<file path="config.mk">
export PLATFORM = sky130hd
export DESIGN_NAME = uht_token_regs
export DESIGN_NICKNAME = d
export VERILOG_FILES = /design/src/uht_regbank.v /design/src/uht_token_regs.v
export VERILOG_INCLUDE_DIRS = /design/src
export SDC_FILE = /design/constraint.sdc
export NUM_CORES = 1
export LEC_CHECK = 0
export ABC_AREA = 1
export BUFFER_PORTS_ARGS = -buffer_cell sky130_fd_sc_hd__buf_2
export CAP_MARGIN = 10
export CORE_MARGIN = 1
export CORE_UTILIZATION = 54
export DETAILED_ROUTE_END_ITERATION = 7
export PLACE_DENSITY = 0.95
export SETUP_SLACK_MARGIN = 0.15
export SYNTH_ARGS = -nofsm -noshare
export SYNTH_HDL_FRONTEND = slang
export SYNTH_SLANG_ARGS = --single-unit
</file>
<file path="constraint.sdc">
create_clock -name clk_i -period 4.18 [get_ports clk_i]
set_input_delay 0.627 -clock clk_i [delete_from_list [all_inputs] [get_ports clk_i]]
set_output_delay 0.627 -clock clk_i [all_outputs]
set_load 0.02 [all_outputs]
</file>
<file path="src/uht_defs.vh">
// Register offsets, field positions and reset values of the token and configuration block.
`ifndef UHT_DEFS_VH
`define UHT_DEFS_VH
`define UHT_OFS_ADDR 5'h00
`define UHT_OFS_TOK 5'h04
`define UHT_OFS_SOF 5'h08
`define UHT_OFS_CNFG1 5'h0C
`define UHT_OFS_CNFG2 5'h10
`define UHT_OFS_STAT 5'h14
`define UHT_BIT_LOWSPD 7
`define UHT_BIT_EYE 7
`define UHT_BIT_OEMON 6
`define UHT_BIT_SIDL 4
`define UHT_BIT_TRDIS 0
`define UHT_BIT_BUSY 0
`define UHT_BIT_DEFER 1
`define UHT_PID_SETUP 4'hD
`define UHT_PID_IN 4'h9
`define UHT_PID_OUT 4'h1
`define UHT_SOF_BASE 8'h0A
`define UHT_RST_BYTE 8'h00
`define UHT_TOKEN_CYCLES 8'h20
`endif

</file>
<file path="src/uht_regbank.v">
// Small register bank holding the eight-bit register images.
`timescale 1ns/1ps
module uht_regbank #(
  parameter AW = 3,
  parameter DW = 8
) (
  input wire clk_i,
  input wire rst_i,
  input wire we_i,
  input wire [AW-1:0] waddr_i,
  input wire [DW-1:0] wdata_i,
  input wire [AW-1:0] raddr_i,
  output reg [DW-1:0] rdata_o
);
  reg [DW-1:0] mem_reg [0:(1<<AW)-1];
  genvar g;
  // ****************************************
  // Storage entries.
  // ****************************************
  generate
    for (g = 0; g < (1<<AW); g = g + 1) begin : g_ent
      always @(posedge clk_i) begin
        if (rst_i) begin
          mem_reg[g] <= {DW{1'b0}};
        end else if (we_i && waddr_i == g) begin
          mem_reg[g] <= wdata_i;
        end
      end
    end
  endgenerate
  always @(posedge clk_i) begin
    if (rst_i) begin
      rdata_o <= {DW{1'b0}};
    end else begin
      rdata_o <= mem_reg[raddr_i];
    end
  end
endmodule // uht_regbank

</file>
<file path="src/uht_token_regs.v">
// Host token, address, threshold and configuration registers with a Wishbone slave.
//
// Decided for this implementation: the address map and the Wishbone slave port.
`timescale 1ns/1ps
`include "uht_defs.vh"
module uht_token_regs (
  input wire clk_i,
  input wire rst_i,
  input wire [31:0] wb_adr_i,
  input wire [31:0] wb_dat_i,
  input wire [3:0] wb_sel_i,
  input wire wb_we_i,
  input wire wb_cyc_i,
  input wire wb_stb_i,
  output reg [31:0] wb_dat_o,
  output reg wb_ack_o,
  input wire host_mode_i,
  input wire cpu_idle_i,
  input wire [15:0] frame_left_i,
  input wire line_drive_i,
  output reg [6:0] bus_address_o,
  output reg low_speed_o,
  output reg token_start_o,
  output reg [3:0] token_type_o,
  output reg [3:0] token_endpoint_o,
  output reg eye_test_o,
  output reg drive_monitor_n_o,
  output reg module_halt_o,
  output reg transceiver_ext_o,
  output reg [1:0] pingpong_select_o
);
  localparam ST_IDLE = 3'b001;
  localparam ST_WAIT = 3'b010;
  localparam ST_RUN = 3'b100;
  reg host_meta_reg;
  reg host_sync_reg;
  reg idle_meta_reg;
  reg idle_sync_reg;
  reg drive_meta_reg;
  reg drive_sync_reg;
  reg [2:0] state_reg;
  reg [2:0] state_next;
  reg [7:0] run_cnt_reg;
  reg [7:0] run_cnt_next;
  reg tok_pend_reg;
  reg ack_pend_reg;
  reg [2:0] rsel_reg;
  reg tok_write;
  reg [7:0] wbyte;
  reg [7:0] rd_fix;
  wire access;
  wire wr_ok;
  wire [2:0] index;
  wire [7:0] bank_rd;
  wire [7:0] addr_img;
  wire [7:0] tok_img;
  wire [7:0] sof_img;
  wire [7:0] cnfg1_img;
  wire [7:0] cnfg2_img;
  wire tok_valid;
  wire frame_ok;
  wire halted;
  // ****************************************
  // Input synchronisers.
  // ****************************************
  always @(posedge clk_i) begin
    if (rst_i) begin
      host_meta_reg <= 1'b0;
      host_sync_reg <= 1'b0;
      idle_meta_reg <= 1'b0;
      idle_sync_reg <= 1'b0;
      drive_meta_reg <= 1'b0;
      drive_sync_reg <= 1'b0;
    end else begin
      host_meta_reg <= host_mode_i;
      host_sync_reg <= host_meta_reg;
      idle_meta_reg <= cpu_idle_i;
      idle_sync_reg <= idle_meta_reg;
      drive_meta_reg <= line_drive_i;
      drive_sync_reg <= drive_meta_reg;
    end
  end
  // ****************************************
  // Wishbone decode.
  // ****************************************
  assign access = wb_cyc_i && wb_stb_i && !wb_ack_o && !ack_pend_reg;
  assign index = {wb_adr_i[4], wb_adr_i[3:2]};
  assign wr_ok = access && wb_we_i && wb_sel_i[0] && (wb_adr_i[31:5] == 27'h0);
  always @* begin
    wbyte = wb_dat_i[7:0];
    tok_write = 1'b0;
    case (index)
      3'd0: begin
        if (!host_sync_reg) begin
          wbyte[`UHT_BIT_LOWSPD] = 1'b0;
        end
      end
      3'd1: begin
        tok_write = wr_ok && host_sync_reg;
      end
      3'd3: begin
        wbyte = wb_dat_i[7:0] & 8'hD3;
      end
      3'd4: begin
        wbyte = wb_dat_i[7:0] & 8'h3F;
      end
      default: begin
        wbyte = wb_dat_i[7:0];
      end
    endcase
  end
  uht_regbank #(.AW(3), .DW(8)) u_bank (
    .clk_i(clk_i),
    .rst_i(rst_i),
    .we_i(wr_ok && (index != 3'd1 || tok_write) && index != 3'd5),
    .waddr_i(index),
    .wdata_i(wbyte),
    .raddr_i(index),
    .rdata_o(bank_rd)
  );
  // ****************************************
  // Register images kept beside the bank.
  // ****************************************
  reg [7:0] addr_reg;
  reg [7:0] tok_reg;
  reg [7:0] sof_reg;
  reg [7:0] cnfg1_reg;
  reg [7:0] cnfg2_reg;
  always @(posedge clk_i) begin
    if (rst_i) begin
      addr_reg <= `UHT_RST_BYTE;
      tok_reg <= `UHT_RST_BYTE;
      sof_reg <= `UHT_RST_BYTE;
      cnfg1_reg <= `UHT_RST_BYTE;
      cnfg2_reg <= `UHT_RST_BYTE;
    end else if (wr_ok) begin
      case (index)
        3'd0: addr_reg <= wbyte;
        3'd1: begin
          if (tok_write) begin
            tok_reg <= wbyte;
          end
        end
        3'd2: sof_reg <= wbyte;
        3'd3: cnfg1_reg <= wbyte;
        3'd4: cnfg2_reg <= wbyte;
        default: addr_reg <= addr_reg;
      endcase
    end else if (!host_sync_reg) begin
      addr_reg[`UHT_BIT_LOWSPD] <= 1'b0;
    end
  end
  assign addr_img = addr_reg;
  assign tok_img = tok_reg;
  assign sof_img = sof_reg;
  assign cnfg1_img = cnfg1_reg;
  assign cnfg2_img = cnfg2_reg;
  // ****************************************
  // Token sequencer.
  // ****************************************
  // defined token codes
  assign tok_valid = (tok_img[7:4] == `UHT_PID_SETUP) || (tok_img[7:4] == `UHT_PID_IN) ||
    (tok_img[7:4] == `UHT_PID_OUT);
  assign frame_ok = frame_left_i >= {8'h00, sof_img};
  assign halted = cnfg1_img[`UHT_BIT_SIDL] && idle_sync_reg;
  always @(posedge clk_i) begin
    if (rst_i) begin
      tok_pend_reg <= 1'b0;
    end else if (tok_write && tok_valid_w(wbyte)) begin
      tok_pend_reg <= 1'b1;
    end else if (state_reg == ST_WAIT && state_next == ST_RUN) begin
      tok_pend_reg <= 1'b0;
    end
  end
  function tok_valid_w;
    input [7:0] b;
    begin
      tok_valid_w = (b[7:4] == `UHT_PID_SETUP) || (b[7:4] == `UHT_PID_IN) ||
        (b[7:4] == `UHT_PID_OUT);
    end
  endfunction
  always @* begin
    state_next = state_reg;
    run_cnt_next = run_cnt_reg;
    case (state_reg)
      ST_IDLE: begin
        if (tok_pend_reg && host_sync_reg) begin
          state_next = ST_WAIT;
        end
      end
      ST_WAIT: begin
        if (!host_sync_reg) begin
          state_next = ST_IDLE;
        end else if (frame_ok && !halted && tok_valid) begin
          state_next = ST_RUN;
          run_cnt_next = `UHT_TOKEN_CYCLES;
        end
      end
      ST_RUN: begin
        if (!halted) begin
          run_cnt_next = run_cnt_reg - 8'h01;
          if (run_cnt_reg == 8'h01) begin
            state_next = ST_IDLE;
          end
        end
      end
      default: begin
        state_next = ST_IDLE;
      end
    endcase
  end
  // ****************************************
  // Outputs and read path.
  // ****************************************
  always @(posedge clk_i) begin
    if (rst_i) begin
      state_reg <= ST_IDLE;
      run_cnt_reg <= 8'h00;
      token_start_o <= 1'b0;
      token_type_o <= 4'h0;
      token_endpoint_o <= 4'h0;
      bus_address_o <= 7'h00;
      low_speed_o <= 1'b0;
      eye_test_o <= 1'b0;
      drive_monitor_n_o <= 1'b1;
      module_halt_o <= 1'b0;
      transceiver_ext_o <= 1'b0;
      pingpong_select_o <= 2'b00;
    end else begin
      state_reg <= state_next;
      run_cnt_reg <= run_cnt_next;
      token_start_o <= (state_reg == ST_WAIT) && (state_next == ST_RUN);
      token_type_o <= tok_img[7:4];
      token_endpoint_o <= tok_img[3:0];
      bus_address_o <= addr_img[6:0];
      low_speed_o <= addr_img[`UHT_BIT_LOWSPD] && host_sync_reg;
      eye_test_o <= cnfg1_img[`UHT_BIT_EYE];
      drive_monitor_n_o <= !(cnfg1_img[`UHT_BIT_OEMON] && cnfg2_img[`UHT_BIT_TRDIS] &&
        drive_sync_reg);
      module_halt_o <= halted;
      transceiver_ext_o <= cnfg2_img[`UHT_BIT_TRDIS];
      pingpong_select_o <= cnfg1_img[1:0];
    end
  end
  always @* begin
    case (index)
      3'd0: rd_fix = host_sync_reg ? addr_img : (addr_img & 8'h7F);
      3'd1: rd_fix = tok_img;
      3'd2: rd_fix = sof_img;
      3'd3: rd_fix = cnfg1_img;
      3'd4: rd_fix = cnfg2_img;
      3'd5: rd_fix = {6'h00, !frame_ok, state_reg != ST_IDLE};
      default: rd_fix = 8'h00;
    endcase
  end
  always @(posedge clk_i) begin
    if (rst_i) begin
      wb_ack_o <= 1'b0;
      wb_dat_o <= 32'h00000000;
      ack_pend_reg <= 1'b0;
      rsel_reg <= 3'd0;
    end else begin
      wb_ack_o <= access;
      ack_pend_reg <= access;
      rsel_reg <= index;
      if (access && !wb_we_i && wb_adr_i[31:5] == 27'h0) begin
        wb_dat_o <= {24'h000000, rd_fix};
      end else if (access) begin
        wb_dat_o <= 32'h00000000;
      end
    end
  end
endmodule // uht_token_regs

</file>
==> results.json, run 1 <==
{
  "status": "finished clean",
  "hpwlAfterDp_um": 7830,
  "port_buffers": 94,
  "post_cts.repair.setup_buffers": 0,
  "antenna_cells": 0,
  "first_global_vias": 3972,
  "synth-simple-area-share_pct": 30.0,
  "rows": 31,
  "place_area_um2": 4640,
  "synth_seq_cells": 90,
  "synth_area_per_cell_um2": 7.25,
  "antenna_found_initial": 0,
  "required_ps": 4450,
  "crit_arrival_ps": 2720,
  "slew_headroom_pct": 39.0,
  "synth-warning-count": 0,
  "clkLatencyLatePin_ps": 370,
  "min_period_over_period_pct": 58.8,
  "tightest_slew_ps": 912,
  "post_cts_resized": 0,
  "crit_path_top_delay_cell": "nand3_1",
  "path_max_fanout": 21,
  "wire_per_inst_um": 13.9,
  "dieArea_um2": 8190,
  "routed_wl_um": 10800,
  "muxShareOfSynthArea_pct": 0,
  "synth_edf_count": 0,
  "rsz0062_at_grt": "no",
  "cpPeakStageDelay_ps": 520,
  "ctsHoldBuffers": 0,
  "cts_tree": "built",
  "cp-end-kind": "flip-flop",
  "worstSetupPathType": "input pin to flip-flop",
  "cts.sinks": 90,
  "netlist_area_um2": 4230,
  "synth_top_family_by_area": "simple AND/OR/NAND/NOR gates",
  "ys.flop_type": "dfxtp_1",
  "fin_setup_tns_ps": 0,
  "via_per_inst": 5.37,
  "cts_buffer_depth": 2,
  "skew_ps": 12.0,
  "cts_root_buffer": "clkbuf_8",
  "fillers": 622,
  "max-cap-violations": 0,
  "drt_iter0_markers": 328,
  "hold_viol": 0,
  "maxSlewViolCount": 0,
  "synth-compound-area-share_pct": 10.1,
  "syn_inst": 583,
  "cts_made_buffers": 9,
  "hold_ws_ps": 404,
  "firstDrtPassIters": 5,
  "synth_cell_types": 36,
  "fp.dieH_um": 90.5,
  "fin_area_um2": 4860,
  "pin_count": 148,
  "hold_class": "flip-flop to flip-flop",
  "h-tree-depth": 3,
  "vias": 4156,
  "powerDensity_nw_per_um2": 336,
  "grt_max_degree": 66,
  "synth_fa_ha_area_share_pct": 2.96,
  "finalSetupViolCount": 0,
  "clock.fmax_mhz": 407,
  "worstPathCellList": "buf_2 -> nor4_2 -> nand3_2 -> nor2_4 -> nand3_1 -> o21ai_0 -> nor2_1",
  "grt_usage_pct": 27.9,
  "ant_nets": 0,
  "ir_drop_v": 0.000178,
  "grt_first_pass_wirelength_um": 18100,
  "coreArea_um2": 7410,
  "die_x_um": 90.5,
  "min_period_ps": 2460,
  "ys_seq_area_share_pct": 42.6,
  "initial_core_util_pct": 57.1,
  "overflow": 0,
  "fin_nets": 772,
  "gp_congestion": 0.906,
  "area_growth_pct": 14.9,
  "async_flop_share_pct": 0,
  "drc": 0,
  "yosys.area_share.xor_xnor_pct": 1.04,
  "cp-start-kind": "input pin",
  "clk_pin_slew_ps": 90,
  "p_leak_nw": 2.36,
  "drive_gt1_share_pct": 18.2
}
[critical path: cells and delay by family]
family | cells | cell delay [ps]
AOI/OAI and AO/OA | 1 | 330
buffers and inverters | 1 | 110
and+or+nand+nor | 5 | 1640
[cell usage after synthesis, types with 5 or more instances]
| master | count | area share, % |
|---|---|---|
| nand3_1 | 28 | 3.3 |
| clkbuf_1 | 7 | 0.62 |
| buf_2 | 7 | 0.83 |
| ha_1 | 10 | 3.0 |
| nor3_1 | 5 | 0.59 |
| nand4_1 | 20 | 3.0 |
| inv_1 | 71 | 6.3 |
| o221ai_1 | 5 | 1.0 |
| o22ai_1 | 6 | 0.89 |
| o21ai_0 | 12 | 1.4 |
| nand2_1 | 123 | 11 |
| nor2_1 | 98 | 8.7 |
| dfxtp_1 | 90 | 43 |
| a21oi_1 | 43 | 5.1 |
| buf_4 | 25 | 4.4 |
[path summary, 6_finish.rpt]
kind                            start  slack, ps                       end  cells past startpoint
min          idle_meta_reg$_SDFF_PP0_        400  idle_sync_reg$_SDFF_PP0_                      2
max                      wb_adr_i[18]       1720  addr_img[7]$_SDFFE_PP0P_                      7
max reg2reg   ack_pend_reg$_SDFF_PP0_       1990  addr_img[7]$_SDFFE_PP0P_                      5
min reg2reg  idle_meta_reg$_SDFF_PP0_        400  idle_sync_reg$_SDFF_PP0_                      2
[through the flow]
stage / power [mW] / cells / setup WS (ps) / utilization, %
floorplan: 0.962 / 606 / 2220 / -
global placement: 0.989 / 758 / 1420 / 62.6
detailed placement: 0.992 / 758 / 1340 / 62.6
CTS: 1.63 / 774 / 1740 / 65.6
global route: 1.69 / 774 / 1540 / 65.6
finish: 1.63 / 774 / 1720 / 65.6
[per-layer routing]
layer	vias to the layer above	part of all wire (%)	global-route usage, %
li1	1992	-	-
met1	1903	41	32.9
met2	226	47	46.9
met3	35	8.8	5.81
met4	0	3.5	15.6
met5	-	0	0
[final cells by class]
cell class / count / area (um2) / area share [%]
Tap cell: 99 / 124 / 2.55
Timing Repair Buffer: 96 / 485 / 9.99
Multi-Input combinational cell: 401 / 1960 / 40.3
Inverter: 72 / 270 / 5.56
Clock inverter: 4 / 75.1 / 1.55
Clock buffer: 12 / 145 / 2.99
Sequential cell: 90 / 1800 / 37.1
[placed cells by master, fill, tap and decap left out, drive strengths merged, types with 3 or more instances in the layout]
| cell | count |
|---|---|
| nand2 | 124 |
| o21ai | 12 |
| buf | 96 |
| dfxtp | 90 |
| conb | 24 |
| nand3 | 32 |
| nor2 | 99 |
| a22oi | 3 |
| inv | 72 |
| xor2 | 4 |
| o221ai | 5 |
| a21oi | 43 |
| ha | 10 |
| o22ai | 6 |
| nand4 | 20 |
| nor3 | 7 |
| clkbuf | 12 |
[where the power goes]
part           total, mW  internal, mW  switching, mW  leakage, nW
sequential         0.861         0.859        0.00161        0.726
combinational      0.112        0.0335         0.0790         1.53
clock              0.657         0.354          0.304        0.103
[kinds of logic after synthesis]
family / after synthesis
AO/OA/AOI/OAI: 75
buffers and inverters: 115
AND/OR/NAND/NOR: 287
flip-flops: 90
adder cells (fa/ha/maj): 10
other: 1
XOR/XNOR: 5
(Power assumes the default switching activity.)
==> run 2: changes to the inputs <==
- CORE_UTILIZATION: 54 -> 50
- PLACE_DENSITY: 0.95 -> 0.9
- clock period: 4.18 -> 2.4 ns (I/O delays scaled with it)
==> run 2 against run 1 <==
Final cell count is 1.4% higher. Critical endpoint is now run_cnt_reg[0]$_SDFFE_PP0P_. Utilization is 5.9 points lower. Global-route usage is 3.4 points lower. Hold slack worse by 200 ps. Non-clock buffer count is 5 higher. First-iteration DRC count is 7.0% higher. Setup slack worse by 1400 ps. Clock power is 70% higher.
==> results.json, run 2 (synthesis results as in run 1) <==
{
  "initial_core_util_pct": 51.5,
  "ir_drop_v": 0.000263,
  "skew_ps": 9.45,
  "port_buffers": 94,
  "setup_ws_ps": 339,
  "fin_nets": 777,
  "crit_arrival_ps": 2320,
  "switching_share_pct": 23.8,
  "hold_class": "input pin to flip-flop",
  "drive_gt1_share_pct": 19.1,
  "cts_tree": "built",
  "gp_congestion": 0.934,
  "powerDensity_nw_per_um2": 575,
  "drt_iter0_markers": 351,
  "place_area_um2": 4680,
  "place_ws_ps": 203,
  "ctsHoldBuffers": 0,
  "cts_buffer_depth": 2,
  "vias": 4118,
  "p_comb_share_pct": 7.1,
  "maxSlewViolCount": 0,
  "coreArea_um2": 8220,
  "worstSetupPathType": "flip-flop to flip-flop",
  "cts.sinks": 90,
  "hold_viol": 0,
  "first_global_vias": 3536,
  "final_common_cell": "nand2_1",
  "post-route-util_pct": 59.7,
  "hpwlAfterDp_um": 7940,
  "fin_area_um2": 4900,
  "final_cell_mix": "nand2_1, nor2_1, buf_2",
  "h-tree-depth": 3,
  "area_growth_pct": 16.0,
  "cp-start-kind": "flip-flop",
  "max-cap-violations": 0,
  "via_per_inst": 5.25,
  "switchingPower_uw": 670,
  "tightest_slew_ps": 667,
  "status": "finished clean",
  "cts_root_buffer": "clkbuf_8",
  "firstDrtPassIters": 5,
  "p_leak_nw": 2.39,
  "clk_pin_slew_ps": 80,
  "cp-end-kind": "flip-flop",
  "finalSetupViolCount": 0,
  "fillers": 738,
  "routed_wl_um": 10700,
  "post_cts.repair.setup_buffers": 0,
  "wire_per_inst_um": 13.6,
  "min_period_over_period_pct": 85.9,
  "power.clock.fraction_pct": 39.7,
  "cts_made_buffers": 9,
  "fin_setup_tns_ps": 0,
  "fp.dieH_um": 94.0,
  "grt_first_pass_wirelength_um": 16500,
  "die_x_um": 94.0,
  "drc": 0,
  "clock.fmax_mhz": 485,
  "clkLatencyLatePin_ps": 360,
  "hold_ws_ps": 202,
  "min_period_ps": 2060,
  "antenna_found_initial": 0,
  "p_int_mw": 2.15,
  "path_max_fanout": 8,
  "required_ps": 2650,
  "rsz0062_at_grt": "no",
  "grt_usage_pct": 24.5,
  "dieArea_um2": 8830,
  "seq_power_share_pct": 53.2,
  "slew_headroom_pct": 55.5,
  "grt_max_degree": 66,
  "rows": 33,
  "antenna_cells": 0,
  "overflow": 0,
  "pin_count": 148,
  "ant_nets": 0
}
==> run 2: metal layers <==
layer / vias up / global-route usage (%) / share of wire, %
met5: - / 0 / 0
met4: 0 / 11.8 / 3.1
met3: 33 / 4.61 / 7.7
met2: 224 / 41.7 / 48
met1: 1857 / 29.6 / 42
li1: 2004 / - / -
==> run 2: per-stage QoR <==
step / std cells / total power [mW]
after floorplan: 606 / 1.68
after global placement: 769 / 1.73
after detailed placement: 769 / 1.73
after CTS: 785 / 2.84
after global routing: 785 / 2.93
final: 785 / 2.82
==> run 2: cell type report <==
class / count / area [um2] / share of cell area [%]
well taps: 105 / 131 / 2.68
multi-input cells: 401 / 1960 / 39.9
clock inverters: 6 / 91.3 / 1.86
clock buffers: 10 / 128 / 2.60
inverters: 72 / 270 / 5.51
flip-flops and latches: 90 / 1800 / 36.7
repair buffers: 101 / 523 / 10.7
==> run 2: path summary, 6_finish.rpt <==
kind | start | to | slack, ps | cells past startpoint
max | sof_img[1]$_SDFFE_PP0P_ | run_cnt_reg[0]$_SDFFE_PP0P_ | 340 | 13
min | line_drive_i | drive_meta_reg$_SDFF_PP0_ | 200 | 3
max reg2reg | sof_img[1]$_SDFFE_PP0P_ | run_cnt_reg[0]$_SDFFE_PP0P_ | 340 | 13
min reg2reg | drive_meta_reg$_SDFF_PP0_ | drive_sync_reg$_SDFF_PP0_ | 400 | 2
==> run 2: power groups by stage <==
stage	Sequential, mW	Combinational (mW)	Clock [mW]
final	1.50	0.200	1.12
after global routing	1.50	0.221	1.21
after CTS	1.50	0.198	1.14
after detailed placement	1.54	0.197	0
after global placement	1.53	0.192	0
after floorplan	1.53	0.142	0
==> run 2: what timing repair did <==
action / in CTS / in global routing
endpoints found under the setup margin: 0 / 5
endpoints found under the hold margin: 0 / 0
resized for setup: 0 / 2
==> run 2: critical path, stage by stage (launching register included) <==
cell,delay [ps]
dfxtp_1,340
inv_1,90
ha_1,310
inv_1,50
o21bai_1,110
nand2_1,70
nand2_1,50
nand2_1,50
nand2_1,190
nand3_1,150
nand2_2,170
nand2_2,150
o21ai_1,170
inv_1,60
==> run 3: changes to the inputs <==
- SETUP_SLACK_MARGIN: 0.15 -> 0.4
==> run 3 against run 2 <==
Count of clock-buffer cells in the layout is the same. Utilization grew 0.69 points. Sequential share of layout area shrank 0.42 points. Via count grew 0.24%. Setup slack gained 210 ps. Global-route usage grew 0.14 points. First-iteration DRC count shrank 5.1%. Routed wire length grew 1.5%. Flip-flop and latch count is the same. Maximum frequency grew 12%. Clock power is essentially flat. Clock skew is essentially flat. Critical endpoint is now run_cnt_reg[3]$_SDFFE_PP0P_.
==> results.json, run 3 (synthesis results as in run 1) <==
{
  "status": "finished clean",
  "cts_root_buffer": "clkbuf_8",
  "dp_cells": 769,
  "fin_setup_tns_ps": 0,
  "maxSlewViolCount": 0,
  "wire_per_inst_um": 13.8,
  "cp-end-kind": "flip-flop",
  "initial_core_util_pct": 51.5,
  "final_cells": 787,
  "hpwlAfterDp_um": 7940,
  "antenna_cells": 0,
  "p_total_mw": 2.82,
  "die_x_um": 94.0,
  "hold_viol": 0,
  "hold_class": "input pin to flip-flop",
  "dieArea_um2": 8830,
  "firstDrtPassIters": 5,
  "worstSetupPathType": "flip-flop to flip-flop",
  "min_period_ps": 1850,
  "rsz0062_at_grt": "no",
  "first_global_vias": 3538,
  "grt_first_pass_wirelength_um": 16500,
  "cts_made_buffers": 9,
  "clock.fmax_mhz": 541,
  "overflow": 0,
  "ir_drop_v": 0.000261,
  "clkLatencyLatePin_ps": 360,
  "coreArea_um2": 8220,
  "grt-busiest-layer": "met2",
  "gr-usage-met1_pct": 29.9,
  "cts_tree": "built",
  "post-route-util_pct": 60.4,
  "drc": 0,
  "finalSetupViolCount": 0,
  "grt_max_degree": 66,
  "rows": 33,
  "drt_iter0_markers": 333,
  "crit_arrival_ps": 2140,
  "antenna_found_initial": 0,
  "vias": 4128,
  "fp.dieH_um": 94.0,
  "startpoint": "sof_img[1]$_SDFFE_PP0P_",
  "clk_pin_slew_ps": 90,
  "gp_congestion": 0.934,
  "skew_ps": 9.16,
  "grtUsageMet2_pct": 42.1,
  "via_per_inst": 5.25,
  "worstReg2RegStart": "sof_img[1]$_SDFFE_PP0P_",
  "port_buffers": 94,
  "h-tree-depth": 3,
  "ant_nets": 0,
  "ctsHoldBuffers": 0,
  "cp-start-kind": "flip-flop",
  "final_cell_mix": "nand2_1, nor2_1, buf_2",
  "fin_nets": 779,
  "drive_gt1_share_pct": 20.4,
  "area_growth_pct": 17.3,
  "tightest_slew_ps": 670,
  "min_period_over_period_pct": 77.0,
  "cts_buffer_depth": 2,
  "grt_usage_pct": 24.7,
  "required_ps": 2690,
  "fillers": 729,
  "final_common_cell": "nand2_1",
  "max-cap-violations": 0,
  "grtUsageMet3_pct": 4.53,
  "ff2ff_setup_slack_ps": 550,
  "min-delay-start": "line_drive_i",
  "routed_wl_um": 10900,
  "pin_count": 148,
  "cts.sinks": 90,
  "path_max_fanout": 6,
  "p_leak_nw": 2.40,
  "powerDensity_nw_per_um2": 569,
  "slew_headroom_pct": 55.3
}
run 3: cell types whose count changed in the layout (fill, tap and decap cells not counted), sizes merged:
cell  delta
buf      +2
run 3: critical path, cell delays in order (launching register included):
cell and delay, ps:
dfxtp_1 340, inv_1 100, ha_4 280, inv_1 40
o21bai_1 120, nand2_1 70, nand2_1 60, nand2_1 60
nand2_2 120, nand3_2 100, nand2_2 120, buf_6 130
nand3_1 70, a21oi_1 160
run 3: power breakdown:
group | switching [mW] | leakage [nW] | internal [mW]
clock network | 0.532 | 0.110 | 0.590
registers | 0.00285 | 0.726 | 1.50
logic | 0.139 | 1.57 | 0.0629
run 3: worst paths after layout:
| path | endpoint | cells after the start |
|---|---|---|
| worst min register to register | drive_sync_reg$_SDFF_PP0_ | 2 |
| worst max register to register | run_cnt_reg[3]$_SDFFE_PP0P_ | 13 |
| worst min-delay path | drive_meta_reg$_SDFF_PP0_ | 3 |
| worst max-delay path | run_cnt_reg[3]$_SDFFE_PP0P_ | 13 |
run 3: metal layers:
layer  part of all wire [%]  vias to the layer above  routed length (um)
li1                       -                     2005                   -
met1                     41                     1853                4470
met2                     48                      237                5250
met3                    7.5                       33                 818
met4                    3.1                        0                 333
met5                      0                        -                   0
run 3: timing repair:
action | in CTS | in global routing
resized for setup | 2 | 9
pin swaps | 0 | 3
endpoints found under the setup margin | 8 | 9
buffers inserted | 1 | 1
run 3: area by class of cell:
cell class,instances,area [um2],share of cell area (%)
inverters,72,270,5.45
clock buffers,10,128,2.57
multi-input cells,401,2000,40.2
clock inverters,6,91.3,1.84
flip-flops and latches,90,1800,36.3
well taps,105,131,2.65
repair buffers,103,542,10.9
run 3: stage by stage:
stage          setup slack [ps]  cell area (um2)  hold WS, ps
2_1_floorplan               707             4310          367
3_3_place_gp                324             4680          391
3_5_place_dp                203             4680          395
4_1_cts                     483             4910          186
5_1_grt                     405             4960          198
6_report                    552             4960          203
